$ cat src/pkg/osc_defines.svh
// Register indices, field positions, reset values and timing counts of the config block
`ifndef OSC_DEFINES_SVH
`define OSC_DEFINES_SVH

// Register indices; byte address is four times the index
`define OSC_IDX_SLOT_ONE 6'h09
`define OSC_IDX_SLOT_TWO 6'h0A
`define OSC_IDX_SYS_CTRL 6'h0D
`define OSC_IDX_ACQ_ONE 6'h0E
`define OSC_IDX_IRQ_STATUS 6'h20
`define OSC_IDX_IRQ_MASK 6'h21
`define OSC_IDX_QUEUE_STATUS 6'h22
`define OSC_IDX_QUEUE_DATA 6'h23

// Reset values
`define OSC_SLOT_RESET 8'h00
`define OSC_SYS_RESET 8'h00
`define OSC_ACQ_RESET 8'h00
`define OSC_MASK_RESET 4'h0

// System control bit positions
`define OSC_SYS_RESET_BIT 0
`define OSC_SYS_SAVE_BIT 1
`define OSC_SYS_QEN_BIT 2

// Interrupt status bit positions
`define OSC_IRQ_READY 0
`define OSC_IRQ_FULL 1
`define OSC_IRQ_LOST 2
`define OSC_IRQ_CLAMP 3
`define OSC_IRQ_BITS 4

// Queue geometry
`define OSC_QUEUE_DEPTH 32
`define OSC_QUEUE_AW 5
`define OSC_ELEM_BITS 24
`define OSC_ELEMS 4

// Slot data-type codes
`define OSC_SLOT_E1_OPT 4'h1
`define OSC_SLOT_E3_OPT 4'h3
`define OSC_SLOT_E1_PILOT 4'h5
`define OSC_SLOT_E3_PILOT 4'h7

// Sample rate codes; all but OSC_SR_84_N1 used as limits
`define OSC_SR_84_N1 4'h3
`define OSC_SR_400 4'h6
`define OSC_SR_800 4'h7
`define OSC_SR_1000 4'h8
`define OSC_SR_1600 4'h9
`define OSC_SR_3200 4'hA
`define OSC_SR_84_N2 4'hE
`define OSC_SR_100_N2 4'hF

// Forced reset sequence length
`define OSC_CLK_MHZ 100
`define OSC_SRST_NS 160
`define OSC_SRST_CYCLES ((`OSC_SRST_NS * `OSC_CLK_MHZ) / 1000)

`endif

$ cat src/pkg/osc_pkg.sv
// Types shared by the optical sensor config block
package osc_pkg;

    // System sequencing state, Gray coded along run, drain, sleep
    typedef enum logic [1:0] {
        OSC_RUN = 2'b00,
        OSC_DRAIN = 2'b01,
        OSC_SLEEP = 2'b11,
        OSC_SRST = 2'b10
    } osc_state_t;

    // One sample from the front end: four 24-bit elements
    typedef struct packed {
        logic [3:0][23:0] elem;
    } osc_sample_t;

    // Applied acquisition settings driven to the front end
    typedef struct packed {
        logic [1:0] optical_adc_range;
        logic [3:0] optical_sample_rate;
        logic [1:0] emitter_pulse_width;
        logic [3:0] slot3_data_type;
    } osc_acq_cfg_t;

endpackage

$ cat src/design/osc_config.sv
// Optical sensor system control, acquisition config and sample queue behind APB
//
// What this block does
// - Queue holds 32 samples of four 24-bit elements
// - Slot-3 codes 1,3,5,7 valid; others reserved
// - Queue disabled: no push, data frozen; host reads still advance pointers
// - Queue enable written while off flushes and restarts at zero
// - Power-save keeps registers and bus access working
// - Power-save clears interrupt flags and holds them
// - Power-save stops oscillator; results stay frozen
// - Running conversion finishes before entering power-save
// - Reset bit forces full power-on register reset
// - Reset bit clears itself after the sequence
// - Two-bit ADC range field selects LSB/full scale
// - Four-bit sample rate code, N=1 or N=2
// - Unsupported rate clamps to highest; reads show applied
// - Acquisition register: range 7:6, rate 5:2, width 1:0
// - Pulse width field sets pulse and integration time
`include "osc_defines.svh"

module osc_config (
    input wire logic pclk,
    input wire logic presetn,
    input wire logic psel,
    input wire logic penable,
    input wire logic pwrite,
    input wire logic [7:0] paddr,
    input wire logic [31:0] pwdata,
    input wire logic [3:0] pstrb,
    output logic [31:0] prdata,
    output logic pready,
    output logic pslverr,
    input wire logic sample_valid,
    input wire osc_pkg::osc_sample_t sample_in,
    input wire logic conv_busy,
    output osc_pkg::osc_acq_cfg_t acq_cfg,
    output logic osc_run,
    output logic soft_reset_active,
    output logic irq
);
    import osc_pkg::*;

    // Slot code decode, shared by all four slots
    function automatic logic osc_slot_valid(input logic [3:0] code);
        return (code == `OSC_SLOT_E1_OPT) || (code == `OSC_SLOT_E3_OPT) ||
               (code == `OSC_SLOT_E1_PILOT) || (code == `OSC_SLOT_E3_PILOT);
    endfunction

    function automatic logic osc_is_e1(input logic [3:0] code);
        return (code == `OSC_SLOT_E1_OPT) || (code == `OSC_SLOT_E1_PILOT);
    endfunction

    function automatic logic osc_is_e3(input logic [3:0] code);
        return (code == `OSC_SLOT_E3_OPT) || (code == `OSC_SLOT_E3_PILOT);
    endfunction

    // Highest supported rate for pulse width and emitter count
    function automatic logic [3:0] osc_clamp_rate(input logic [3:0] sr, input logic [1:0] pw,
                                                  input logic two);
        logic [3:0] lim;
        lim = `OSC_SR_100_N2;
        if (sr <= `OSC_SR_3200) begin
            case (pw)
                2'h0: lim = two ? `OSC_SR_1600 : `OSC_SR_3200;
                2'h1: lim = two ? `OSC_SR_800 : `OSC_SR_1600;
                2'h2: lim = two ? `OSC_SR_800 : `OSC_SR_1000;
                default: lim = two ? `OSC_SR_400 : `OSC_SR_1000;
            endcase
        end else begin
            lim = (two && (pw == 2'h3)) ? `OSC_SR_84_N2 : `OSC_SR_100_N2;
        end
        return (sr > lim) ? lim : sr;
    endfunction

    // Registers
    osc_state_t state;
    logic [7:0] slot_control_one;
    logic [7:0] slot_control_two;
    logic queue_enable;
    logic power_save;
    logic [1:0] optical_adc_range;
    logic [3:0] rate_stored;
    logic [1:0] emitter_pulse_width;
    logic [`OSC_IRQ_BITS-1:0] irq_status;
    logic [`OSC_IRQ_BITS-1:0] irq_mask;
    logic [7:0] srst_count;

    // Queue storage
    osc_sample_t queue_mem [`OSC_QUEUE_DEPTH];
    logic [3:0] queue_present [`OSC_QUEUE_DEPTH];
    logic [`OSC_QUEUE_AW-1:0] wr_ptr;
    logic [`OSC_QUEUE_AW-1:0] rd_ptr;
    logic [`OSC_QUEUE_AW:0] count;
    logic [1:0] elem_idx;

    // Bus decode
    logic [5:0] index;
    logic setup;
    logic access_wr;
    logic access_rd;
    logic mapped;
    logic lane0;
    logic next_err;

    // Derived
    logic [3:0] slot_codes [`OSC_ELEMS];
    logic [3:0] present_mask;
    logic two_emitters;
    logic [3:0] rate_applied;
    logic [3:0] rate_written;
    logic full;
    logic push;
    logic pop;
    logic flush;
    logic sys_write;
    logic acq_write;
    logic [`OSC_IRQ_BITS-1:0] irq_set;
    logic srst_start;
    logic srst_done;
    logic [31:0] next_prdata;

    assign index = paddr[7:2];
    assign setup = psel && !penable;
    assign access_wr = psel && penable && pwrite;
    assign access_rd = psel && penable && !pwrite;
    assign lane0 = pstrb[0];

    // Zero wait states: read data is captured in the setup cycle
    assign pready = 1'b1;

    always_comb begin
        case (index)
            `OSC_IDX_SLOT_ONE, `OSC_IDX_SLOT_TWO, `OSC_IDX_SYS_CTRL, `OSC_IDX_ACQ_ONE,
            `OSC_IDX_IRQ_STATUS, `OSC_IDX_IRQ_MASK, `OSC_IDX_QUEUE_STATUS,
            `OSC_IDX_QUEUE_DATA: mapped = 1'b1;
            default: mapped = 1'b0;
        endcase
    end

    assign next_err = !mapped || (paddr[1:0] != 2'h0);

    // Slot codes, low nibble is the lower slot
    assign slot_codes[0] = slot_control_one[3:0];
    assign slot_codes[1] = slot_control_one[7:4];
    assign slot_codes[2] = slot_control_two[3:0];
    assign slot_codes[3] = slot_control_two[7:4];

    always_comb begin
        present_mask = 4'h0;
        two_emitters = 1'b0;
        for (int i = 0; i < `OSC_ELEMS; i++) begin
            present_mask[i] = osc_slot_valid(slot_codes[i]);
        end
        two_emitters = (osc_is_e1(slot_codes[0]) || osc_is_e1(slot_codes[1]) ||
                        osc_is_e1(slot_codes[2]) || osc_is_e1(slot_codes[3])) &&
                       (osc_is_e3(slot_codes[0]) || osc_is_e3(slot_codes[1]) ||
                        osc_is_e3(slot_codes[2]) || osc_is_e3(slot_codes[3]));
    end

    // applied rate follows mode changes too
    assign rate_applied = osc_clamp_rate(rate_stored, emitter_pulse_width, two_emitters);
    assign rate_written = osc_clamp_rate(pwdata[5:2], pwdata[1:0], two_emitters);

    assign sys_write = access_wr && lane0 && !pslverr && (index == `OSC_IDX_SYS_CTRL) &&
                       (state != OSC_SRST);
    assign acq_write = access_wr && lane0 && !pslverr && (index == `OSC_IDX_ACQ_ONE) &&
                       (state != OSC_SRST);
    // writing one to the reset bit starts the sequence
    assign srst_start = sys_write && pwdata[`OSC_SYS_RESET_BIT];
    assign srst_done = (state == OSC_SRST) && (srst_count == 8'(`OSC_SRST_CYCLES - 1));
    // enable written while off flushes the queue
    assign flush = sys_write && pwdata[`OSC_SYS_QEN_BIT] && !queue_enable;

    assign full = (count == (`OSC_QUEUE_AW + 1)'(`OSC_QUEUE_DEPTH));
    // no push while disabled; none once asleep
    assign push = sample_valid && queue_enable && !full && !flush &&
                  ((state == OSC_RUN) || (state == OSC_DRAIN));
    assign pop = access_rd && !pslverr && (index == `OSC_IDX_QUEUE_DATA) &&
                 (count != '0) && (elem_idx == 2'h3) && !flush;

    // Interrupt events
    always_comb begin
        irq_set = '0;
        irq_set[`OSC_IRQ_READY] = push;
        irq_set[`OSC_IRQ_FULL] = push && (count == (`OSC_QUEUE_AW + 1)'(`OSC_QUEUE_DEPTH - 1));
        irq_set[`OSC_IRQ_LOST] = sample_valid && queue_enable && full && (state != OSC_SLEEP)
                                 && (state != OSC_SRST);
        irq_set[`OSC_IRQ_CLAMP] = acq_write && (rate_written != pwdata[5:2]);
    end

    // Sequencing of power-save and forced reset
    always_ff @(posedge pclk or negedge presetn) begin
        if (!presetn) begin
            state <= OSC_RUN;
        end else begin
            case (state)
                OSC_RUN: begin
                    if (srst_start) begin
                        state <= OSC_SRST;
                    end else if (power_save) begin
                        // let a running conversion finish first
                        state <= conv_busy ? OSC_DRAIN : OSC_SLEEP;
                    end
                end
                OSC_DRAIN: begin
                    if (srst_start) begin
                        state <= OSC_SRST;
                    end else if (!power_save) begin
                        state <= OSC_RUN;
                    end else if (!conv_busy) begin
                        state <= OSC_SLEEP;
                    end
                end
                OSC_SLEEP: begin
                    if (srst_start) begin
                        state <= OSC_SRST;
                    end else if (!power_save) begin
                        state <= OSC_RUN;
                    end
                end
                OSC_SRST: begin
                    // reset bit drops when the sequence ends
                    if (srst_done) begin
                        state <= OSC_RUN;
                    end
                end
                default: state <= OSC_RUN;
            endcase
        end
    end

    // Forced reset length counter
    always_ff @(posedge pclk or negedge presetn) begin
        if (!presetn) begin
            srst_count <= 8'h00;
        end else if (state == OSC_SRST) begin
            srst_count <= srst_count + 8'h01;
        end else begin
            srst_count <= 8'h00;
        end
    end

    // Configuration registers; the forced reset returns them to power-on values
    always_ff @(posedge pclk or negedge presetn) begin
        if (!presetn) begin
            slot_control_one <= `OSC_SLOT_RESET;
            slot_control_two <= `OSC_SLOT_RESET;
            queue_enable <= 1'(`OSC_SYS_RESET >> `OSC_SYS_QEN_BIT);
            power_save <= 1'b0;
            optical_adc_range <= 2'h0;
            rate_stored <= 4'h0;
            emitter_pulse_width <= 2'h0;
            irq_mask <= `OSC_MASK_RESET;
        end else if (state == OSC_SRST) begin
            // every register back to power-on state
            slot_control_one <= `OSC_SLOT_RESET;
            slot_control_two <= `OSC_SLOT_RESET;
            queue_enable <= 1'b0;
            power_save <= 1'b0;
            optical_adc_range <= 2'h0;
            rate_stored <= 4'h0;
            emitter_pulse_width <= 2'h0;
            irq_mask <= `OSC_MASK_RESET;
        end else if (access_wr && lane0 && !pslverr) begin
            // writes work in every mode but reset
            case (index)
                `OSC_IDX_SLOT_ONE: slot_control_one <= pwdata[7:0];
                `OSC_IDX_SLOT_TWO: slot_control_two <= pwdata[7:0];
                `OSC_IDX_SYS_CTRL: begin
                    if (!pwdata[`OSC_SYS_RESET_BIT]) begin
                        queue_enable <= pwdata[`OSC_SYS_QEN_BIT];
                        power_save <= pwdata[`OSC_SYS_SAVE_BIT];
                    end
                end
                `OSC_IDX_ACQ_ONE: begin
                    // range 7:6, rate 5:2, width 1:0
                    optical_adc_range <= pwdata[7:6];
                    rate_stored <= rate_written;
                    emitter_pulse_width <= pwdata[1:0];
                end
                `OSC_IDX_IRQ_MASK: irq_mask <= pwdata[`OSC_IRQ_BITS-1:0];
                default: irq_mask <= irq_mask;
            endcase
        end
    end

    // Sticky status; a new event beats a write-one clear
    always_ff @(posedge pclk or negedge presetn) begin
        if (!presetn) begin
            irq_status <= '0;
        end else if (power_save || (state == OSC_SRST)) begin
            // flags cleared and held in power-save
            irq_status <= '0;
        end else if (access_wr && lane0 && !pslverr && (index == `OSC_IDX_IRQ_STATUS)) begin
            irq_status <= (irq_status & ~pwdata[`OSC_IRQ_BITS-1:0]) | irq_set;
        end else begin
            irq_status <= irq_status | irq_set;
        end
    end

    // Queue pointers and fill count
    always_ff @(posedge pclk or negedge presetn) begin
        if (!presetn) begin
            wr_ptr <= '0;
            rd_ptr <= '0;
            count <= '0;
            elem_idx <= 2'h0;
        end else if (flush || (state == OSC_SRST)) begin
            wr_ptr <= '0;
            rd_ptr <= '0;
            count <= '0;
            elem_idx <= 2'h0;
        end else begin
            // pointers only move on push or host read
            if (push) begin
                wr_ptr <= wr_ptr + 1'b1;
            end
            if (access_rd && !pslverr && (index == `OSC_IDX_QUEUE_DATA) && (count != '0)) begin
                elem_idx <= elem_idx + 2'h1;
            end
            if (pop) begin
                rd_ptr <= rd_ptr + 1'b1;
            end
            if (push && !pop) begin
                count <= count + 1'b1;
            end else if (pop && !push) begin
                count <= count - 1'b1;
            end
        end
    end

    // Queue storage; no reset so it maps to memory
    always_ff @(posedge pclk) begin
        if (push) begin
            // one sample of four elements per slot
            queue_mem[wr_ptr] <= sample_in;
            queue_present[wr_ptr] <= present_mask;
        end
    end

    // Read mux
    always_comb begin
        next_prdata = 32'h0000_0000;
        case (index)
            `OSC_IDX_SLOT_ONE: next_prdata[7:0] = slot_control_one;
            `OSC_IDX_SLOT_TWO: next_prdata[7:0] = slot_control_two;
            `OSC_IDX_SYS_CTRL: begin
                next_prdata[`OSC_SYS_QEN_BIT] = queue_enable;
                next_prdata[`OSC_SYS_SAVE_BIT] = power_save;
                next_prdata[`OSC_SYS_RESET_BIT] = (state == OSC_SRST);
            end
            `OSC_IDX_ACQ_ONE: next_prdata[7:0] = {optical_adc_range, rate_applied,
                                                  emitter_pulse_width};
            `OSC_IDX_IRQ_STATUS: next_prdata[`OSC_IRQ_BITS-1:0] = irq_status;
            `OSC_IDX_IRQ_MASK: next_prdata[`OSC_IRQ_BITS-1:0] = irq_mask;
            `OSC_IDX_QUEUE_STATUS: begin
                next_prdata[5:0] = count;
                next_prdata[12:8] = rd_ptr;
                next_prdata[20:16] = wr_ptr;
                next_prdata[25:24] = elem_idx;
                next_prdata[29:28] = state;
            end
            `OSC_IDX_QUEUE_DATA: begin
                // empty slot reads zero with present clear
                if ((count != '0) && queue_present[rd_ptr][elem_idx]) begin
                    next_prdata[23:0] = queue_mem[rd_ptr].elem[elem_idx];
                    next_prdata[24] = 1'b1;
                end
            end
            default: next_prdata = 32'h0000_0000;
        endcase
    end

    // Read data and error captured in the setup cycle
    always_ff @(posedge pclk or negedge presetn) begin
        if (!presetn) begin
            prdata <= 32'h0000_0000;
            pslverr <= 1'b0;
        end else if (setup) begin
            prdata <= pwrite ? 32'h0000_0000 : next_prdata;
            pslverr <= next_err;
        end
    end

    // Outputs to the front end, registered
    always_ff @(posedge pclk or negedge presetn) begin
        if (!presetn) begin
            acq_cfg <= '0;
            osc_run <= 1'b1;
            soft_reset_active <= 1'b0;
            irq <= 1'b0;
        end else begin
            acq_cfg <= '{optical_adc_range: optical_adc_range,
                         optical_sample_rate: rate_applied,
                         emitter_pulse_width: emitter_pulse_width,
                         slot3_data_type: slot_control_two[3:0]};
            osc_run <= (state != OSC_SLEEP);
            // distributed registers reset by this strobe
            soft_reset_active <= (state == OSC_SRST) && !srst_done;
            irq <= |(irq_status & irq_mask);
        end
    end

endmodule

$ cat config.mk
export PLATFORM = sky130hd
export DESIGN_NAME = osc_config
export DESIGN_NICKNAME = d
export VERILOG_FILES = /design/src/pkg/osc_pkg.sv /design/src/design/osc_config.sv
export VERILOG_INCLUDE_DIRS = /design/src /design/src/pkg
export SDC_FILE = /design/constraint.sdc
export NUM_CORES = 2
export LEC_CHECK = 0
export ABC_CLOCK_PERIOD_IN_PS = 8700
export BUFFER_PORTS_ARGS = -buffer_cell sky130_fd_sc_hd__buf_4
export CAP_MARGIN = 20
export CORE_ASPECT_RATIO = 1.5
export CORE_MARGIN = 2
export CORE_UTILIZATION = 35
export CTS_CLUSTER_DIAMETER = 30
export CTS_CLUSTER_SIZE = 40
export DETAILED_ROUTE_END_ITERATION = 12
export PLACE_DENSITY = 0.57
export RECOVER_POWER = 25
export SLEW_MARGIN = 20
export SYNTH_ARGS = -nofsm -noshare
export SYNTH_HDL_FRONTEND = slang
export SYNTH_SLANG_ARGS = --single-unit
$ cat constraint.sdc
create_clock -name pclk -period 8.7 [get_ports pclk]
set_clock_uncertainty 0.1 [all_clocks]
set_input_delay 0.435 -clock pclk [delete_from_list [all_inputs] [get_ports pclk]]
set_output_delay 0.435 -clock pclk [all_outputs]
set_load 0.01 [all_outputs]
==> flow_summary.toml <==
[logic_synthesis]
largest_family_of_logic_cells_by_synthesized_area = "multiplexers"
synthDominantAreaCellType = "sky130_fd_sc_hd__edfxtp_1"
post_synthesis_compound_gate_area_fraction_pct = 2.29
primary_flip_flop_cell_chosen_by_synthesis_mapping = "sky130_fd_sc_hd__edfxtp_1"
syn-instance-count = 5537
post_synthesis_average_cell_area_um2 = 23.0
ys_seq_area_share_pct = 77.6
syn_area_um2 = 127000
yosysMostFrequentCell = "sky130_fd_sc_hd__edfxtp_1"
synth_seq_cells = 3306
xor_and_xnor_fraction_of_the_mapped_netlist_area_pct = 0.138
synth-simple-area-share_pct = 1.61
post_synth_most_frequent_cells = "sky130_fd_sc_hd__edfxtp_1 (3200), sky130_fd_sc_hd__mux4_2 (891), sky130_fd_sc_hd__nor2_1 (128)"
muxShareOfSynthArea_pct = 16.7
synth_cell_type_count = 79
synth_fa_ha_area_share_pct = 0.203
synth_edf_count = 3200
ys.warnings.count = 0
synth.top_cells.by_area = "sky130_fd_sc_hd__edfxtp_1 (76%), sky130_fd_sc_hd__mux4_2 (16%), sky130_fd_sc_hd__dfrtp_1 (2.1%), sky130_fd_sc_hd__mux2i_1 (0.72%), sky130_fd_sc_hd__a22oi_1 (0.47%)"
asyncSetResetFlopFracSynth_pct = 3.21
yosys.area.top_type_share_pct = 75.5

[power]
design_power_total_w = 0.0365
power_density_nw_per_um2 = 241
power.share.combinational_pct = 1.0
total_switching_power_w = 0.00767
power.share.sequential_pct = 47.8
leakage_power_nw = 46.7
vdd_ir_drop_max_v = 0.000193
power.internal_w = 0.0289
power_switching_share_pct = 21.0
clkPwrFrac_pct = 51.3

[setup_path]
crit_family = "flip-flops"
required_ns = 9.39
slowest_delay_ns = 1.14
reg2reg_setup_slack_ns = 3.63
timing.critical_path.fanout_max = 86
timing.setup.critical_path_class = "register to register"
timing.critical_path.cells = "buf_12 > buf_4 > mux4_2 > mux4_2 > a22o_1 > a221oi_1 > and3_1 > o21ai_1"
cp-start-kind = "register"
end_kind = "register"
critical_path.n_buffers_inverters = 2
critPathMostFrequentCell = "sky130_fd_sc_hd__mux4_2"
timing.reg2reg.worst_path_depth = 8
cp_data_arrival_time_ns = 5.77
crit-reg2reg-launch = "rd_ptr[0]$_DFFE_PN0P_"
worst_path_max_delay_cell = "sky130_fd_sc_hd__dfrtp_4"
endpoint_of_the_worst_slack_reg_to_reg_timing_path = "prdata[10]$_DFFE_PN0P_"

[timing]
final_min_period_over_clock_period_pct = 58.3
timing.max_slew.rel_slack_pct = 5.46
tightestPinTransition_ns = 1.42
finalHoldViolCount = 0
slew_viol_final = 0
fmax_ghz = 0.197
grt_setup_unrepaired = "no"
final.hold.worst_slack_ns = 0.239
final-setup-viol-count = 0
post-route-min-period_ns = 5.07
final.setup.tns_ns = 0

[detailed_routing]
drt_iter0_drcs = 6029
drtPass1Iterations = 5
routed_vias = 63177
drc = 0
detail_route.wirelength_um = 371000
antenna_left = 0
avgRoutedWirePerCell_um = 32.7
route.detailed.vias_per_inst = 5.57

[worst_hold_path]
hold_path_class = "input port to register"
min_path_cells = 4
hold_path_end = "slot_control_two[6]$_DFFE_PN0P_"
min_from = "pwdata[6]"

[cells_and_area]
filler_cell_count = 31072
fin_area_um2 = 152000
drive_gt1_share_pct = 31.2
area_growth_pct = 19.1
net_count_of_the_finished_layout = 6338

[place]
numPortBuffers = 163
final_wtd_congestion = 0.824
detailed_place_hpwl_um = 197000
cell_area_after_placement_um2 = 135000

[global_route]
grt_pass1_wl_um = 516000
antenna_found_initial = 50
grtUsageTotal_pct = 19.8
global_route.overflow_total = 0
grt_pass1_vias = 65708
maximum_number_of_pins_on_one_net_before_global_route_repair = 136

[floorplanning]
initial_utilization_pct = 35.1
core_area_um2 = 362000
die_height_um = 743
die_x_um = 496
io-pin-count = 196
total_die_area_um2 = 369000
placement_rows = 271

[flow_run]
maxCapViolCount = 0

[cts]
total_clock_buffers_created_by_cts = 444
ctsLongestPathBuffers = 4
cts_max_level = 5
worst_setup_hold_path_clk_slew_ns = 0.06
cts_tree = "yes"
post_cts_buffers = 0
number_of_sinks_driven_by_the_clock_tree = 3306
insertion_delay_ns = 0.97
clock-root-buffer = "sky130_fd_sc_hd__clkbuf_16"

[outcome]
run_status = "complete, no violations"
[layout by cell type (no fill, tap or decap), drive strengths merged, types with 105 or more instances in the layout]
master and n:
buf 286, clkbuf 556, clkinv 140, dfrtp 105, dlygate4sd3 130, edfxtp 3200, inv 107, mux4 891
nand2 119, nor2 128
[state kept, by name, summed over array words and instances (netlist names), 2 cells and up]
name                 flops
acq_cfg                 12
count                    6
elem_idx                 2
emitter_pulse_width      2
irq_mask                 4
irq_status               4
optical_adc_range        2
prdata                  28
queue_mem             3072
queue_present          128
rate_stored              4
rd_ptr                   5
slot_control_one         8
slot_control_two         8
srst_count               8
state                    2
wr_ptr                   5
[stage by stage]
stage / worst slack (ns) / utilization (%) / instances
5_1_grt: 3.39 / 41.8 / 11343
4_1_cts: 3.52 / 41.8 / 11328
2_1_floorplan: 2.40 / - / 5540
3_5_place_dp: 3.57 / 37.2 / 10371
6_report: 3.63 / 41.8 / 11349
3_3_place_gp: 3.32 / 37.2 / 10368
[per-layer routing]
metal / vias to the layer above / track usage (%) / part of all wire, %
li1: 25119 / - / -
met1: 34860 / 24.3 / 38
met2: 2584 / 35.1 / 52
met3: 588 / 2.97 / 5.9
met4: 26 / 7.56 / 4.0
met5: - / 0 / 0.044
[tightest hold or removal path: cells and delay by family]
kind                   cells  cell delay (ns)
AND/OR/NAND/NOR            1             0.06
AO/OA/AOI/OAI              1             0.06
buffers and inverters      2             0.70
[kinds of logic (layout without fill, tap and decap cells)]
| group | count (synthesis) | count (layout) |
|---|---|---|
| fa+ha+maj | 20 | 20 |
| mux | 1009 | 1009 |
| other cells | 2 | 26 |
| compound gates | 425 | 425 |
| simple gates | 437 | 437 |
| flops | 3306 | 3306 |
| xor+xnor | 20 | 20 |
| buf+inv | 318 | 1329 |
[worst max path at each step]
stage | startpoint | to | slack [ns] | cells past startpoint
2_1_floorplan | sample_valid | queue_mem[15][0]$_DFFE_PP_ | 2.40 | 6
3_3_place_gp | rd_ptr[0]$_DFFE_PN0P_ | prdata[17]$_DFFE_PN0P_ | 3.32 | 8
3_5_place_dp | rd_ptr[0]$_DFFE_PN0P_ | prdata[16]$_DFFE_PN0P_ | 3.57 | 8
4_1_cts | rd_ptr[0]$_DFFE_PN0P_ | prdata[16]$_DFFE_PN0P_ | 3.52 | 8
5_1_grt | rd_ptr[0]$_DFFE_PN0P_ | prdata[16]$_DFFE_PN0P_ | 3.39 | 8
6_report | rd_ptr[0]$_DFFE_PN0P_ | prdata[10]$_DFFE_PN0P_ | 3.63 | 8
[power groups by stage]
stage	Combinational (W)	Clock [W]	Sequential, W
after floorplan	0.0000391	0	0.0178
final	0.000352	0.0187	0.0175
after CTS	0.000367	0.0190	0.0174
after global placement	0.000277	0	0.0178
after global routing	0.000386	0.0196	0.0175
after detailed placement	0.000302	0	0.0178
[area by class of cell]
type | instances | area, um2 | area share (%)
sequential | 3306 | 98800 | 65.2
clock inverter | 332 | 4120 | 2.72
antenna | 21 | 52.6 | 0.0347
inverter | 25 | 103 | 0.0677
multi-input combinational | 1916 | 27100 | 17.9
clock buffer | 494 | 11400 | 7.53
timing repair buffer | 478 | 4020 | 2.65
tap | 4777 | 5980 | 3.94
[repair_timing]
action	CTS	global route
endpoints found under the hold margin	3180	0
resized for setup	0	0
hold buffers	131	0
Note: power is estimated with default switching activity, not from simulation.
